`src/pkg/usbd_pkg.sv`:
```
// Constants, state codes and carriers for the endpoint descriptor and frame logic.
// Assumes a byte-wide SRAM port with one cycle of read latency.
package usbd_pkg;

    // Descriptor byte offsets
    localparam logic [2:0] OFS_CTRL = 3'h1;
    localparam logic [2:0] OFS_COUNT_LO = 3'h2;
    localparam logic [2:0] OFS_COUNT_HI = 3'h3;
    localparam logic [2:0] OFS_PTRL = 3'h4;
    localparam logic [2:0] OFS_PTRH = 3'h5;
    localparam logic [2:0] OFS_AUXL = 3'h6;
    localparam logic [2:0] OFS_AUXH = 3'h7;

    // Descriptor table layout
    localparam int DESC_SHIFT = 4;
    localparam logic [15:0] IN_DESC_OFS = 16'h0008;
    localparam logic [15:0] FRAME_OFS_LOW = 16'h0000;
    localparam logic [15:0] FRAME_OFS_HIGH = 16'h0001;

    // Control byte fields
    localparam int CTRL_TYPE_MSB = 7;
    localparam int CTRL_TYPE_LSB = 6;
    localparam int CTRL_MULTI_BIT = 5;
    localparam logic [1:0] TYPE_ISO = 2'h3;

    // High count byte and high frame byte fields
    localparam int COUNT_HIGH_KEEP_LSB = 2;
    localparam int FRAME_ERR_BIT = 7;
    localparam logic [3:0] FRAME_RSVD = 4'h0;

    // Payload sizes
    localparam logic [9:0] PAYLOAD_MIN = 10'h008;
    localparam logic [9:0] PAYLOAD_MAX = 10'h3FF;
    localparam logic [2:0] SIZE_CODE_MAX = 3'h7;

    typedef enum logic [9:0] {
        ST_IDLE = 10'h001,
        ST_RD   = 10'h002,
        ST_WAIT = 10'h004,
        ST_CALC = 10'h008,
        ST_WR   = 10'h010,
        ST_FIN  = 10'h020,
        ST_FNL  = 10'h040,
        ST_FNH  = 10'h080,
        ST_SPR0 = 10'h100,
        ST_SPR1 = 10'h200
    } usbd_state_t;

    typedef struct packed {
        logic [10:0] frame;
        logic error;
    } usbd_sof_t;

    typedef struct packed {
        logic [3:0] ep;
        logic is_in;
        logic [9:0] count;
    } usbd_txn_t;

    typedef struct packed {
        logic [15:0] addr;
        logic [7:0] wdata;
        logic we;
        logic re;
    } usbd_mem_req_t;

endpackage

```
`src/rtl/usbd_payload_clip.sv`:
```
// Decodes an endpoint's payload size code and clips a packet byte count to it.
// Assumes the control byte has already been fetched from the descriptor.
`timescale 1ns/1ps
module usbd_payload_clip (
    // Descriptor control byte and packet size
    input wire logic [7:0] ctrl_i,
    input wire logic [9:0] count_i,
    // Results
    output logic [9:0] max_payload_o,
    output logic [9:0] clipped_o,
    output logic short_o
);
    logic [2:0] code;
    logic iso;

    always_comb begin
        iso = (ctrl_i[usbd_pkg::CTRL_TYPE_MSB:usbd_pkg::CTRL_TYPE_LSB] == usbd_pkg::TYPE_ISO);
        // Only isochronous endpoints may use the top size code bit
        code = iso ? ctrl_i[2:0] : {1'b0, ctrl_i[1:0]};
        if (code == usbd_pkg::SIZE_CODE_MAX) begin
            max_payload_o = usbd_pkg::PAYLOAD_MAX;
        end else begin
            max_payload_o = 10'(usbd_pkg::PAYLOAD_MIN << code);
        end
        // Bytes beyond the payload are dropped
        clipped_o = (count_i > max_payload_o) ? max_payload_o : count_i;
        short_o = (clipped_o < max_payload_o);
    end
endmodule

```
`src/rtl/usbd_desc_frame.sv`:
```
// Endpoint descriptor walker and start-of-frame recorder for a USB device.
// Assumes a byte SRAM with one cycle read latency and software-built descriptors.
`timescale 1ns/1ps
module usbd_desc_frame (
    // Clock and reset
    input wire logic mclk_i,
    input wire logic sys_rst_i,
    // Configuration
    input wire logic [15:0] descriptor_table_base_i,
    input wire logic [3:0] highest_endpoint_index_i,
    // Start-of-frame from the packet decoder
    input wire logic sof_valid_i,
    input wire usbd_pkg::usbd_sof_t sof_i,
    // Finished packet from the protocol engine
    input wire logic txn_valid_i,
    input wire usbd_pkg::usbd_txn_t txn_i,
    output logic txn_ready_o,
    // Packet results
    output logic txn_done_o,
    output logic [15:0] endpoint_buffer_pointer_o,
    output logic [9:0] accepted_count_o,
    output logic xfer_complete_o,
    output logic txn_irq_o,
    // Frame state
    output logic [10:0] sof_frame_number_o,
    output logic sof_frame_error_o,
    // SRAM port
    output usbd_pkg::usbd_mem_req_t mem_req_o,
    input wire logic [7:0] mem_rdata_i
);
    typedef struct packed {
        usbd_pkg::usbd_state_t st;
        logic [2:0] idx;
        logic rdv;
        logic [2:0] rdi;
        usbd_pkg::usbd_txn_t txn;
        logic [7:0][7:0] desc;
        logic sof_pend;
        usbd_pkg::usbd_sof_t sof;
        usbd_pkg::usbd_sof_t fw;
        logic [15:0] wword;
        logic cpend;
        logic done;
        logic cmpl;
        logic irq;
        logic [15:0] ptr;
        logic [9:0] taken;
    } usbd_core_t;

    usbd_core_t state_reg;
    usbd_core_t state_next;
    logic [9:0] max_payload;
    logic [9:0] clipped;
    logic short_pkt;
    logic multi;
    logic [15:0] ep_base;
    logic [15:0] frame_base;
    logic [15:0] aux_word;
    logic [15:0] in_total;
    logic [9:0] out_total;

    usbd_payload_clip u_clip (
        .ctrl_i(state_reg.desc[usbd_pkg::OFS_CTRL]),
        .count_i(state_reg.txn.count),
        .max_payload_o(max_payload),
        .clipped_o(clipped),
        .short_o(short_pkt)
    );

    always_comb begin
        multi = state_reg.desc[usbd_pkg::OFS_CTRL][usbd_pkg::CTRL_MULTI_BIT];
        ep_base = descriptor_table_base_i
            + (16'(state_reg.txn.ep) << usbd_pkg::DESC_SHIFT)
            + (state_reg.txn.is_in ? usbd_pkg::IN_DESC_OFS : 16'h0000);
        frame_base = descriptor_table_base_i
            + (16'({1'b0, highest_endpoint_index_i} + 5'h01) << usbd_pkg::DESC_SHIFT);
        aux_word = {state_reg.desc[usbd_pkg::OFS_AUXH], state_reg.desc[usbd_pkg::OFS_AUXL]};
        in_total = aux_word + 16'(clipped);
        // Running OUT count lives in the 10-bit byte counter, so a total past 1023 wraps
        out_total = multi
            ? ({state_reg.desc[usbd_pkg::OFS_COUNT_HI][1:0],
                state_reg.desc[usbd_pkg::OFS_COUNT_LO]} + clipped)
            : clipped;
    end

    always_comb begin
        state_next = state_reg;
        state_next.done = 1'b0;
        state_next.cmpl = 1'b0;
        state_next.irq = 1'b0;
        state_next.rdv = 1'b0;
        if (state_reg.rdv) begin
            state_next.desc[state_reg.rdi] = mem_rdata_i;
        end
        if (sof_valid_i) begin
            state_next.sof = sof_i;
            state_next.sof_pend = 1'b1;
        end
        unique case (state_reg.st)
            usbd_pkg::ST_IDLE: begin
                if (state_reg.sof_pend) begin
                    state_next.fw = state_reg.sof;
                    // A new frame in this cycle keeps the request alive
                    state_next.sof_pend = sof_valid_i;
                    state_next.st = usbd_pkg::ST_FNL;
                end else if (txn_valid_i) begin
                    state_next.txn = txn_i;
                    state_next.idx = usbd_pkg::OFS_CTRL;
                    state_next.st = usbd_pkg::ST_RD;
                end
            end
            usbd_pkg::ST_RD: begin
                state_next.rdv = 1'b1;
                state_next.rdi = state_reg.idx;
                // Control byte is in hand by the time the pointer high byte is fetched
                if ((state_reg.idx == usbd_pkg::OFS_PTRH && !multi)
                        || state_reg.idx == usbd_pkg::OFS_AUXH) begin
                    state_next.st = usbd_pkg::ST_WAIT;
                end else begin
                    state_next.idx = state_reg.idx + 3'h1;
                end
            end
            usbd_pkg::ST_WAIT: begin
                state_next.st = usbd_pkg::ST_CALC;
            end
            usbd_pkg::ST_CALC: begin
                state_next.ptr = {state_reg.desc[usbd_pkg::OFS_PTRH],
                                  state_reg.desc[usbd_pkg::OFS_PTRL]};
                state_next.taken = clipped;
                state_next.cpend = short_pkt || ({6'h00, out_total} >= aux_word);
                if (state_reg.txn.is_in && multi) begin
                    state_next.wword = in_total;
                    state_next.idx = usbd_pkg::OFS_AUXL;
                    state_next.cpend = short_pkt;
                    state_next.st = usbd_pkg::ST_WR;
                end else if (!state_reg.txn.is_in) begin
                    state_next.wword = {
                        state_reg.desc[usbd_pkg::OFS_COUNT_HI][7:usbd_pkg::COUNT_HIGH_KEEP_LSB],
                        out_total};
                    state_next.idx = usbd_pkg::OFS_COUNT_LO;
                    state_next.st = usbd_pkg::ST_WR;
                end else begin
                    state_next.st = usbd_pkg::ST_FIN;
                end
            end
            usbd_pkg::ST_WR: begin
                if (state_reg.idx[0]) begin
                    state_next.st = usbd_pkg::ST_FIN;
                end else begin
                    state_next.idx = state_reg.idx + 3'h1;
                end
            end
            usbd_pkg::ST_FIN: begin
                state_next.done = 1'b1;
                state_next.cmpl = multi && state_reg.cpend;
                // Intermediate packets of a multipacket transfer stay silent
                state_next.irq = !multi || state_reg.cpend;
                state_next.st = usbd_pkg::ST_IDLE;
            end
            usbd_pkg::ST_FNL: begin
                state_next.st = usbd_pkg::ST_FNH;
            end
            usbd_pkg::ST_FNH: begin
                state_next.st = usbd_pkg::ST_IDLE;
            end
            default: begin
                state_next.st = usbd_pkg::ST_IDLE;
            end
        endcase
    end

    always_ff @(posedge mclk_i) begin
        if (sys_rst_i) begin
            state_reg <= '0;
            state_reg.st <= usbd_pkg::ST_IDLE;
        end else begin
            state_reg <= state_next;
        end
    end

    always_comb begin
        mem_req_o = '0;
        unique case (state_reg.st)
            usbd_pkg::ST_RD: begin
                mem_req_o.addr = ep_base + 16'(state_reg.idx);
                mem_req_o.re = 1'b1;
            end
            usbd_pkg::ST_WR: begin
                mem_req_o.addr = ep_base + 16'(state_reg.idx);
                mem_req_o.wdata = state_reg.idx[0] ? state_reg.wword[15:8]
                                                   : state_reg.wword[7:0];
                mem_req_o.we = 1'b1;
            end
            usbd_pkg::ST_FNL: begin
                mem_req_o.addr = frame_base + usbd_pkg::FRAME_OFS_LOW;
                mem_req_o.wdata = state_reg.fw.frame[7:0];
                mem_req_o.we = 1'b1;
            end
            usbd_pkg::ST_FNH: begin
                mem_req_o.addr = frame_base + usbd_pkg::FRAME_OFS_HIGH;
                mem_req_o.wdata = {state_reg.fw.error, usbd_pkg::FRAME_RSVD,
                                   state_reg.fw.frame[10:8]};
                mem_req_o.we = 1'b1;
            end
            default: begin
                mem_req_o = '0;
            end
        endcase
    end

    assign txn_ready_o = (state_reg.st == usbd_pkg::ST_IDLE) && !state_reg.sof_pend;
    assign txn_done_o = state_reg.done;
    assign endpoint_buffer_pointer_o = state_reg.ptr;
    assign accepted_count_o = state_reg.taken;
    assign xfer_complete_o = state_reg.cmpl;
    assign txn_irq_o = state_reg.irq;
    assign sof_frame_number_o = state_reg.sof.frame;
    assign sof_frame_error_o = state_reg.sof.error;
endmodule

```
`config.mk`:
```
export PLATFORM = sky130hd
export DESIGN_NAME = usbd_desc_frame
export DESIGN_NICKNAME = d
export VERILOG_FILES = /design/src/pkg/usbd_pkg.sv /design/src/rtl/usbd_payload_clip.sv /design/src/rtl/usbd_desc_frame.sv
export SDC_FILE = /design/constraint.sdc
export NUM_CORES = 1
export LEC_CHECK = 0
export BUFFER_PORTS_ARGS = -buffer_cell sky130_fd_sc_hd__buf_4
export CAP_MARGIN = 40
export CORE_ASPECT_RATIO = 0.8
export CORE_UTILIZATION = 50
export CTS_CLUSTER_DIAMETER = 120
export DETAILED_ROUTE_END_ITERATION = 16
export PLACE_DENSITY_LB_ADDON = 0.12
export SLEW_MARGIN = 30
export SYNTH_ARGS = -nofsm -noshare
export SYNTH_HDL_FRONTEND = slang
export SYNTH_SLANG_ARGS = --single-unit
```
`constraint.sdc`:
```
create_clock -name mclk_i -period 8 [get_ports mclk_i]
set_clock_uncertainty 0.1 [all_clocks]
set_input_delay 0.4 -clock mclk_i [delete_from_list [all_inputs] [get_ports mclk_i]]
set_output_delay 0.4 -clock mclk_i [all_outputs]
set_load 0.01 [all_outputs]
```
Word level (Yosys, flattened, before mapping) --
Index checks and enable logic that the tools add are counted.
Word-level totals: output and inout bits 68, bits in latches 0, word-level logic and storage cells 117, bits of input ports 59, memories 0, register bits 167, bits in read-only memories 0, RAM bits 0
Cells by class: magnitude comparators 5, shifts and indexed selects 1, reductions and logical operators 19, divide/modulo/power cells 0, bitwise gates (word level) 2, equality and inequality tests 21, add/subtract/negate cells 9, multipliers 0, mux-type cells 32
Operators by type and width (number):
- 64-bit bitwise mux | 1
- 10-bit 2-to-1 mux | 6
- 10-bit case mux with 6 select lines | 1
- 16-bit case mux with 3 select lines | 1
- 13-bit 2-to-1 mux | 3
- 16-bit 2-to-1 mux | 2
- 9-bit case mux with 3 select lines | 1
- 8-bit demux with 3-bit select | 1
- 3-bit 2-to-1 mux | 6
- 16-bit by 1-bit adder with 16-bit output (second input constant) | 1
- 16-bit by 10-bit adder with 16-bit output | 1
- 16-bit by 3-bit adder with 16-bit output | 1
- 16-bit by 4-bit adder with 16-bit output | 1
- 16-bit by 8-bit adder with 16-bit output | 1
- 16-bit by 9-bit adder with 16-bit output | 1
- 10-bit by 16-bit >= comparator with 1-bit output | 1
- 8-bit 2-to-1 mux | 2
- 2-bit != test (second input constant) | 6
- 3-bit case mux with 4 select lines | 1
- 10-bit adder | 1
- 10-bit by 1-bit == test with 1-bit output (second input constant) | 1
- 10-bit by 2-bit == test with 1-bit output (second input constant) | 1
- 10-bit by 3-bit == test with 1-bit output (second input constant) | 1
- 10-bit by 4-bit == test with 1-bit output (second input constant) | 1
- 28 further kinds | 46

Longest topological paths before layout --
word-level depth 11, gate-level depth with buffers 27, gate-level depth less buffers 25

By module --
Synthesis repeated with hierarchy kept, for this count alone.
Second synthesis, totals: cell total of the unflattened synthesis 1229, area total of the unflattened synthesis 9770.6 µm²
By module, submodules not included:
- usbd_desc_frame | times used 1, seq. area each 3143.0 µm², area an instance 8936.1 µm², cells an instance 1122
- usbd_payload_clip | times used 1, seq. area each 0.0 µm², area an instance 834.6 µm², cells an instance 107

Least setup slack after synthesis --
Ideal clock, no wire load.
path type flip-flop to flip-flop, start point register state_reg[86] (netlist name), end point register state_reg[29] (netlist name), library setup time 0.115 ns, cell stages (with the launch flop) 26, required time 7.785 ns, arrival 4.851 ns, clock period less this slack 5.066 ns, path slack 2.934 ns, path buffers 1, cells stage by stage dfxtp_1 -> and3_4 -> buf_6 -> nand3_2 -> ha_1 -> o21ai_1 -> a211oi_1 -> o221ai_1 -> a31o_1 -> a211oi_4 -> mux2_2 -> ha_1 -> a21o_1 -> a211oi_1 -> nor2_1 -> nor2_1 -> xnor2_1 -> nor2_1 -> a21oi_2 -> ha_1 -> a21o_1 -> a211oi_1 -> a21oi_1 -> nor3_1 -> o21ai_0 -> o21a_1
On the way: cells in the longest elaborated chain, start to end 11, elaborated cells on any way between the ends 13
RTL lines:
- start, declared | RTL line usbd_desc_frame.sv:50 | usbd_core_t state_reg;
- start signal, assigned | RTL line usbd_desc_frame.sv:177 | state_reg <= state_next;
- 2-bit == test * | RTL line usbd_payload_clip.sv:17 | iso = (ctrl_i[usbd_pkg::CTRL_TYPE_MSB:usbd_pkg::CTRL_TYPE_LSB] == usbd_pkg::TYPE_ISO);
- 3-bit 2-to-1 mux * | RTL line usbd_payload_clip.sv:19 | code = iso ? ctrl_i[2:0] : {1'b0, ctrl_i[1:0]};
- 4-bit by 3-bit << shifter with 10-bit output or 3-bit == test (tied branches) | RTL line usbd_payload_clip.sv:23, usbd_payload_clip.sv:20
- 10-bit 2-to-1 mux * | RTL line usbd_payload_clip.sv:20 | if (code == usbd_pkg::SIZE_CODE_MAX) begin
- 10-bit greater-than comparator | RTL line usbd_payload_clip.sv:26 | clipped_o = (count_i > max_payload_o) ? max_payload_o : count_i;
- 10-bit 2-to-1 mux * | RTL line usbd_payload_clip.sv:26
- named net clipped[1] | RTL line usbd_desc_frame.sv:53 | logic [9:0] clipped;
- 10-bit adder | RTL line usbd_desc_frame.sv:82 | state_reg.desc[usbd_pkg::OFS_COUNT_LO]} + clipped)
- 10-bit 2-to-1 mux | RTL line usbd_desc_frame.sv:81 | ? ({state_reg.desc[usbd_pkg::OFS_COUNT_HI][1:0],
- 10-bit by 16-bit >= comparator with 1-bit output | RTL line usbd_desc_frame.sv:130 | state_next.cpend = short_pkt || ({6'h00, out_total} >= aux_word);
- 1-bit logical OR | RTL line usbd_desc_frame.sv:130
- 1-bit 2-to-1 mux * | RTL line usbd_desc_frame.sv:131 | if (state_reg.txn.is_in && multi) begin
The timed path passes the listed nets; every way through them passes the cells marked *. A chain may end at the register's enable or synchronous reset.

Final worst setup path --
start point register state_reg[80] (netlist name), end point register state_reg[29] (netlist name)
On the way: cells in the longest elaborated chain, start to end 10, elaborated cells on any way between the ends 12
RTL lines (RTL line):
- 3-bit 2-to-1 mux * | usbd_payload_clip.sv:19
- 4-bit by 3-bit << shifter with 10-bit output or 3-bit == test (tied branches) | usbd_payload_clip.sv:23, usbd_payload_clip.sv:20
- 10-bit 2-to-1 mux * | usbd_payload_clip.sv:20
- 10-bit greater-than comparator | usbd_payload_clip.sv:26
- 10-bit 2-to-1 mux * | usbd_payload_clip.sv:26
- named net clipped[0] | usbd_desc_frame.sv:53
- 10-bit adder | usbd_desc_frame.sv:82
- 10-bit 2-to-1 mux | usbd_desc_frame.sv:81
- 10-bit by 16-bit >= comparator with 1-bit output | usbd_desc_frame.sv:130
- 1-bit logical OR | usbd_desc_frame.sv:130
- 1-bit 2-to-1 mux * | usbd_desc_frame.sv:131
Marks and branches as above.

==> results.toml <==
[logic_synthesis]
yosys-top-cells-area = "dfxtp_1 32%, nand2_1 9.0%, ha_1 7.7%"
syn-instance-count = 1237
syn-mean-instance-area_sq_um = 7.72
yosysTopAreaCellShare_pct = 32.5
ys_seq_area_share_pct = 32.5
netlist_area_sq_um = 9550
ys.flop_type = "dfxtp_1"
yosys.area.top_type = "dfxtp_1"
async_flop_share_pct = 0
synth_cell_types = 75
synth.yosys.warnings = 0
synth_nets = 1359
synth-seq-cells = 155
synth_edf_count = 0

[cts]
cts_tree = "done"
cts_sinks = 155
ctsHtreeMaxLevel = 4
cts_buffers = 17
root_buffer = "clkbuf_16"
ctsHoldBuffers = 0
clock_latency_ps = 430
cts.reportedPaths.clkPinSlew_ps = 70
post_cts_buffers = 0
cts_resized = 0
clockBufferDepth = 2

[sta]
rsz0062_at_grt = "no"
drv_slew = 0
relSlewSlack_pct = 46.6
finalHoldViolations = 0
fin_crit_sh_pct = 72.5
tightest_slew_ps = 798
setup_ws_ps = 2200
setup_tns_ps = 0
setup_viol = 0
fmax_mhz = 172
whs_ps = 96.5
period_needed_ps = 5800

[detailed_routing]
vias_per_cell = 5.65
drc = 0
wirelength_mm = 25.7
first_iter_violations = 599
ant_nets = 0
dr_total_vias = 8787
firstDrtPassIters = 5
post_drt_wl_per_cell_um = 16.5

[run]
drv_cap = 0

[global_routing]
grt_pass1_wl_mm = 40.9
grt_start_max_net_pins = 105
first_global_vias = 7869
antenna_found_initial = 1
grt_usage_pct = 26.3
grt-ovfl-total = 0

[min_path]
hold-path-cell-count = 3
hp-class = "primary input to register"

[placement]
hpwlAfterDp_mm = 19.0
dp_cells = 1521
io_buffers = 126
gp_routability_congestion = 0.942
dpl-instance-area_sq_um = 10300
post-place-ws_ps = 1910

[cells_and_area]
layout_commonest_cell = "nand2_1"
largest_reg_flops = 97
mostFrequentLayoutCells = "230 x nand2_1, 155 x dfxtp_1, 145 x a21oi_1, 131 x buf_4, 94 x nor2_1"
final_cells = 1555
drive_gt1_share_pct = 14.6
fin_nets = 1411
fill_cells = 1769
fin_area_sq_um = 10900
multi_input_area_sq_um = 5740
seqCellArea_sq_um = 3100
area_delta_synth_final_pct = 14.4
fin_util_pct = 59.3
n_antenna_cell = 0

[floorplanning]
io_pins = 127
placementRows = 44
core-area_sq_um = 18400
chipHeight_um = 126
die_area_sq_um = 19700
start_util_pct = 51.8
die_w_um = 157

[setup_path]
start_kind = "register"
cp.required_ps = 8230
arrival_ps = 6040
rr_worst_depth = 24
crit_fanout = 17
path_class = "register to register"
end_kind = "register"

[power_and_ir_drop]
pwr-share-comb_pct = 23.6
vdd.ir_drop.worst_mv = 0.112
leakagePower_nw = 4.33
power_density_nw_per_um2 = 196
sw_frac_of_total_pct = 33.3
power_frac_clock_pct = 37.5
total_power_mw = 2.14
intPower_mw = 1.43
switchingPower_mw = 0.713
seqPwrFrac_pct = 38.9

[run_status]
outcome = "complete, no violations"
==> critical path: stages (launching register included) <==
cell and delay, ps:
dfxtp_1 710, nand3_2 300, ha_1 410, o21ai_1 80
a211oi_1 260, o221ai_1 140, a31o_1 240, a211oi_4 270
buf_6 230, mux2i_1 170, ha_1 260, fa_1 410
a21o_1 180, a21oi_1 210, o21bai_1 90, a21oi_1 240
xnor2_1 150, nor2_1 60, a21oi_2 170, ha_1 270
a211oi_1 200, a21oi_1 100, nor3_1 120, o21ai_0 110
o21a_1 210
==> Yosys cell counts, types with 3 or more instances <==
cell type and number:
xor2_1 24, nand3_1 51, buf_2 3, nor2b_1 6, buf_1 4, o221ai_1 12
nor4_1 4, fa_1 4, o211ai_1 4, o2111ai_1 3, nor2_1 94, inv_1 45
o21a_1 7, a22oi_1 9, xnor2_1 32, a21oi_1 145, o22ai_1 5, a21o_1 13
nand2b_1 9, a21oi_2 3, or2_2 4, buf_4 40, a211oi_1 20, o21bai_1 7
nand4_1 5, a31oi_1 6, and2_1 4, and3_1 6, ha_1 59, mux2_2 4
mux2i_1 36, a31o_1 3, dfxtp_1 155, nand2_1 230, o21ai_0 42, clkbuf_1 52
or3_1 5, nor3b_1 7, nor3_1 23, nand3b_1 7
==> power groups by stage <==
stage	Combinational (mW)	Sequential [mW]	Clock [mW]
final	0.506	0.833	0.803
after global routing	0.556	0.836	0.854
after CTS	0.494	0.832	0.817
after detailed placement	0.489	0.849	0
after global placement	0.483	0.849	0
after floorplan	0.376	0.826	0
==> layout make-up <==
cell class / count / share of cell area, %
Tap cell: 253 / 2.90
Sequential cell: 155 / 28.4
Clock inverter: 15 / 1.54
Inverter: 45 / 1.54
Multi-Input combinational cell: 936 / 52.5
Clock buffer: 17 / 3.89
Timing Repair Buffer: 134 / 9.25
==> metal layers <==
metal | GRT usage (%) | share of wire (%) | vias up
met5 | 0 | 0.031 | -
met1 | 39.7 | 51 | 4149
met3 | 5.40 | 5.4 | 21
met2 | 38.4 | 43 | 231
met4 | 4.90 | 0.66 | 2
li1 | - | - | 4384
==> cells by family after synthesis <==
| family | count (synthesis) | share of synthesized area (%) |
|---|---|---|
| and+or+nand+nor | 469 | 21.9 |
| AOI/OAI and AO/OA | 306 | 19.9 |
| DFF | 155 | 32.5 |
| buffers and inverters | 146 | 7.50 |
| adders and majority gates | 63 | 8.56 |
| xor gates and xnor gates | 56 | 5.13 |
| muxes | 42 | 4.56 |
==> path summary, 6_finish.rpt <==
check | endpoint | slack [ps] | from
max reg2reg | state_reg[29]$_SDFFE_PP0P_ | 2200 | state_reg[80]$_SDFFE_PP0P_
min | sof_frame_error_o$_SDFFE_PP0P_ | 100 | sof_i[0]
min reg2reg | endpoint_buffer_pointer_o[1]$_SDFFE_PP0P_ | 350 | endpoint_buffer_pointer_o[1]$_SDFFE_PP0P_
max | state_reg[29]$_SDFFE_PP0P_ | 2200 | state_reg[80]$_SDFFE_PP0P_
Note: power is estimated with default switching activity, not from simulation.
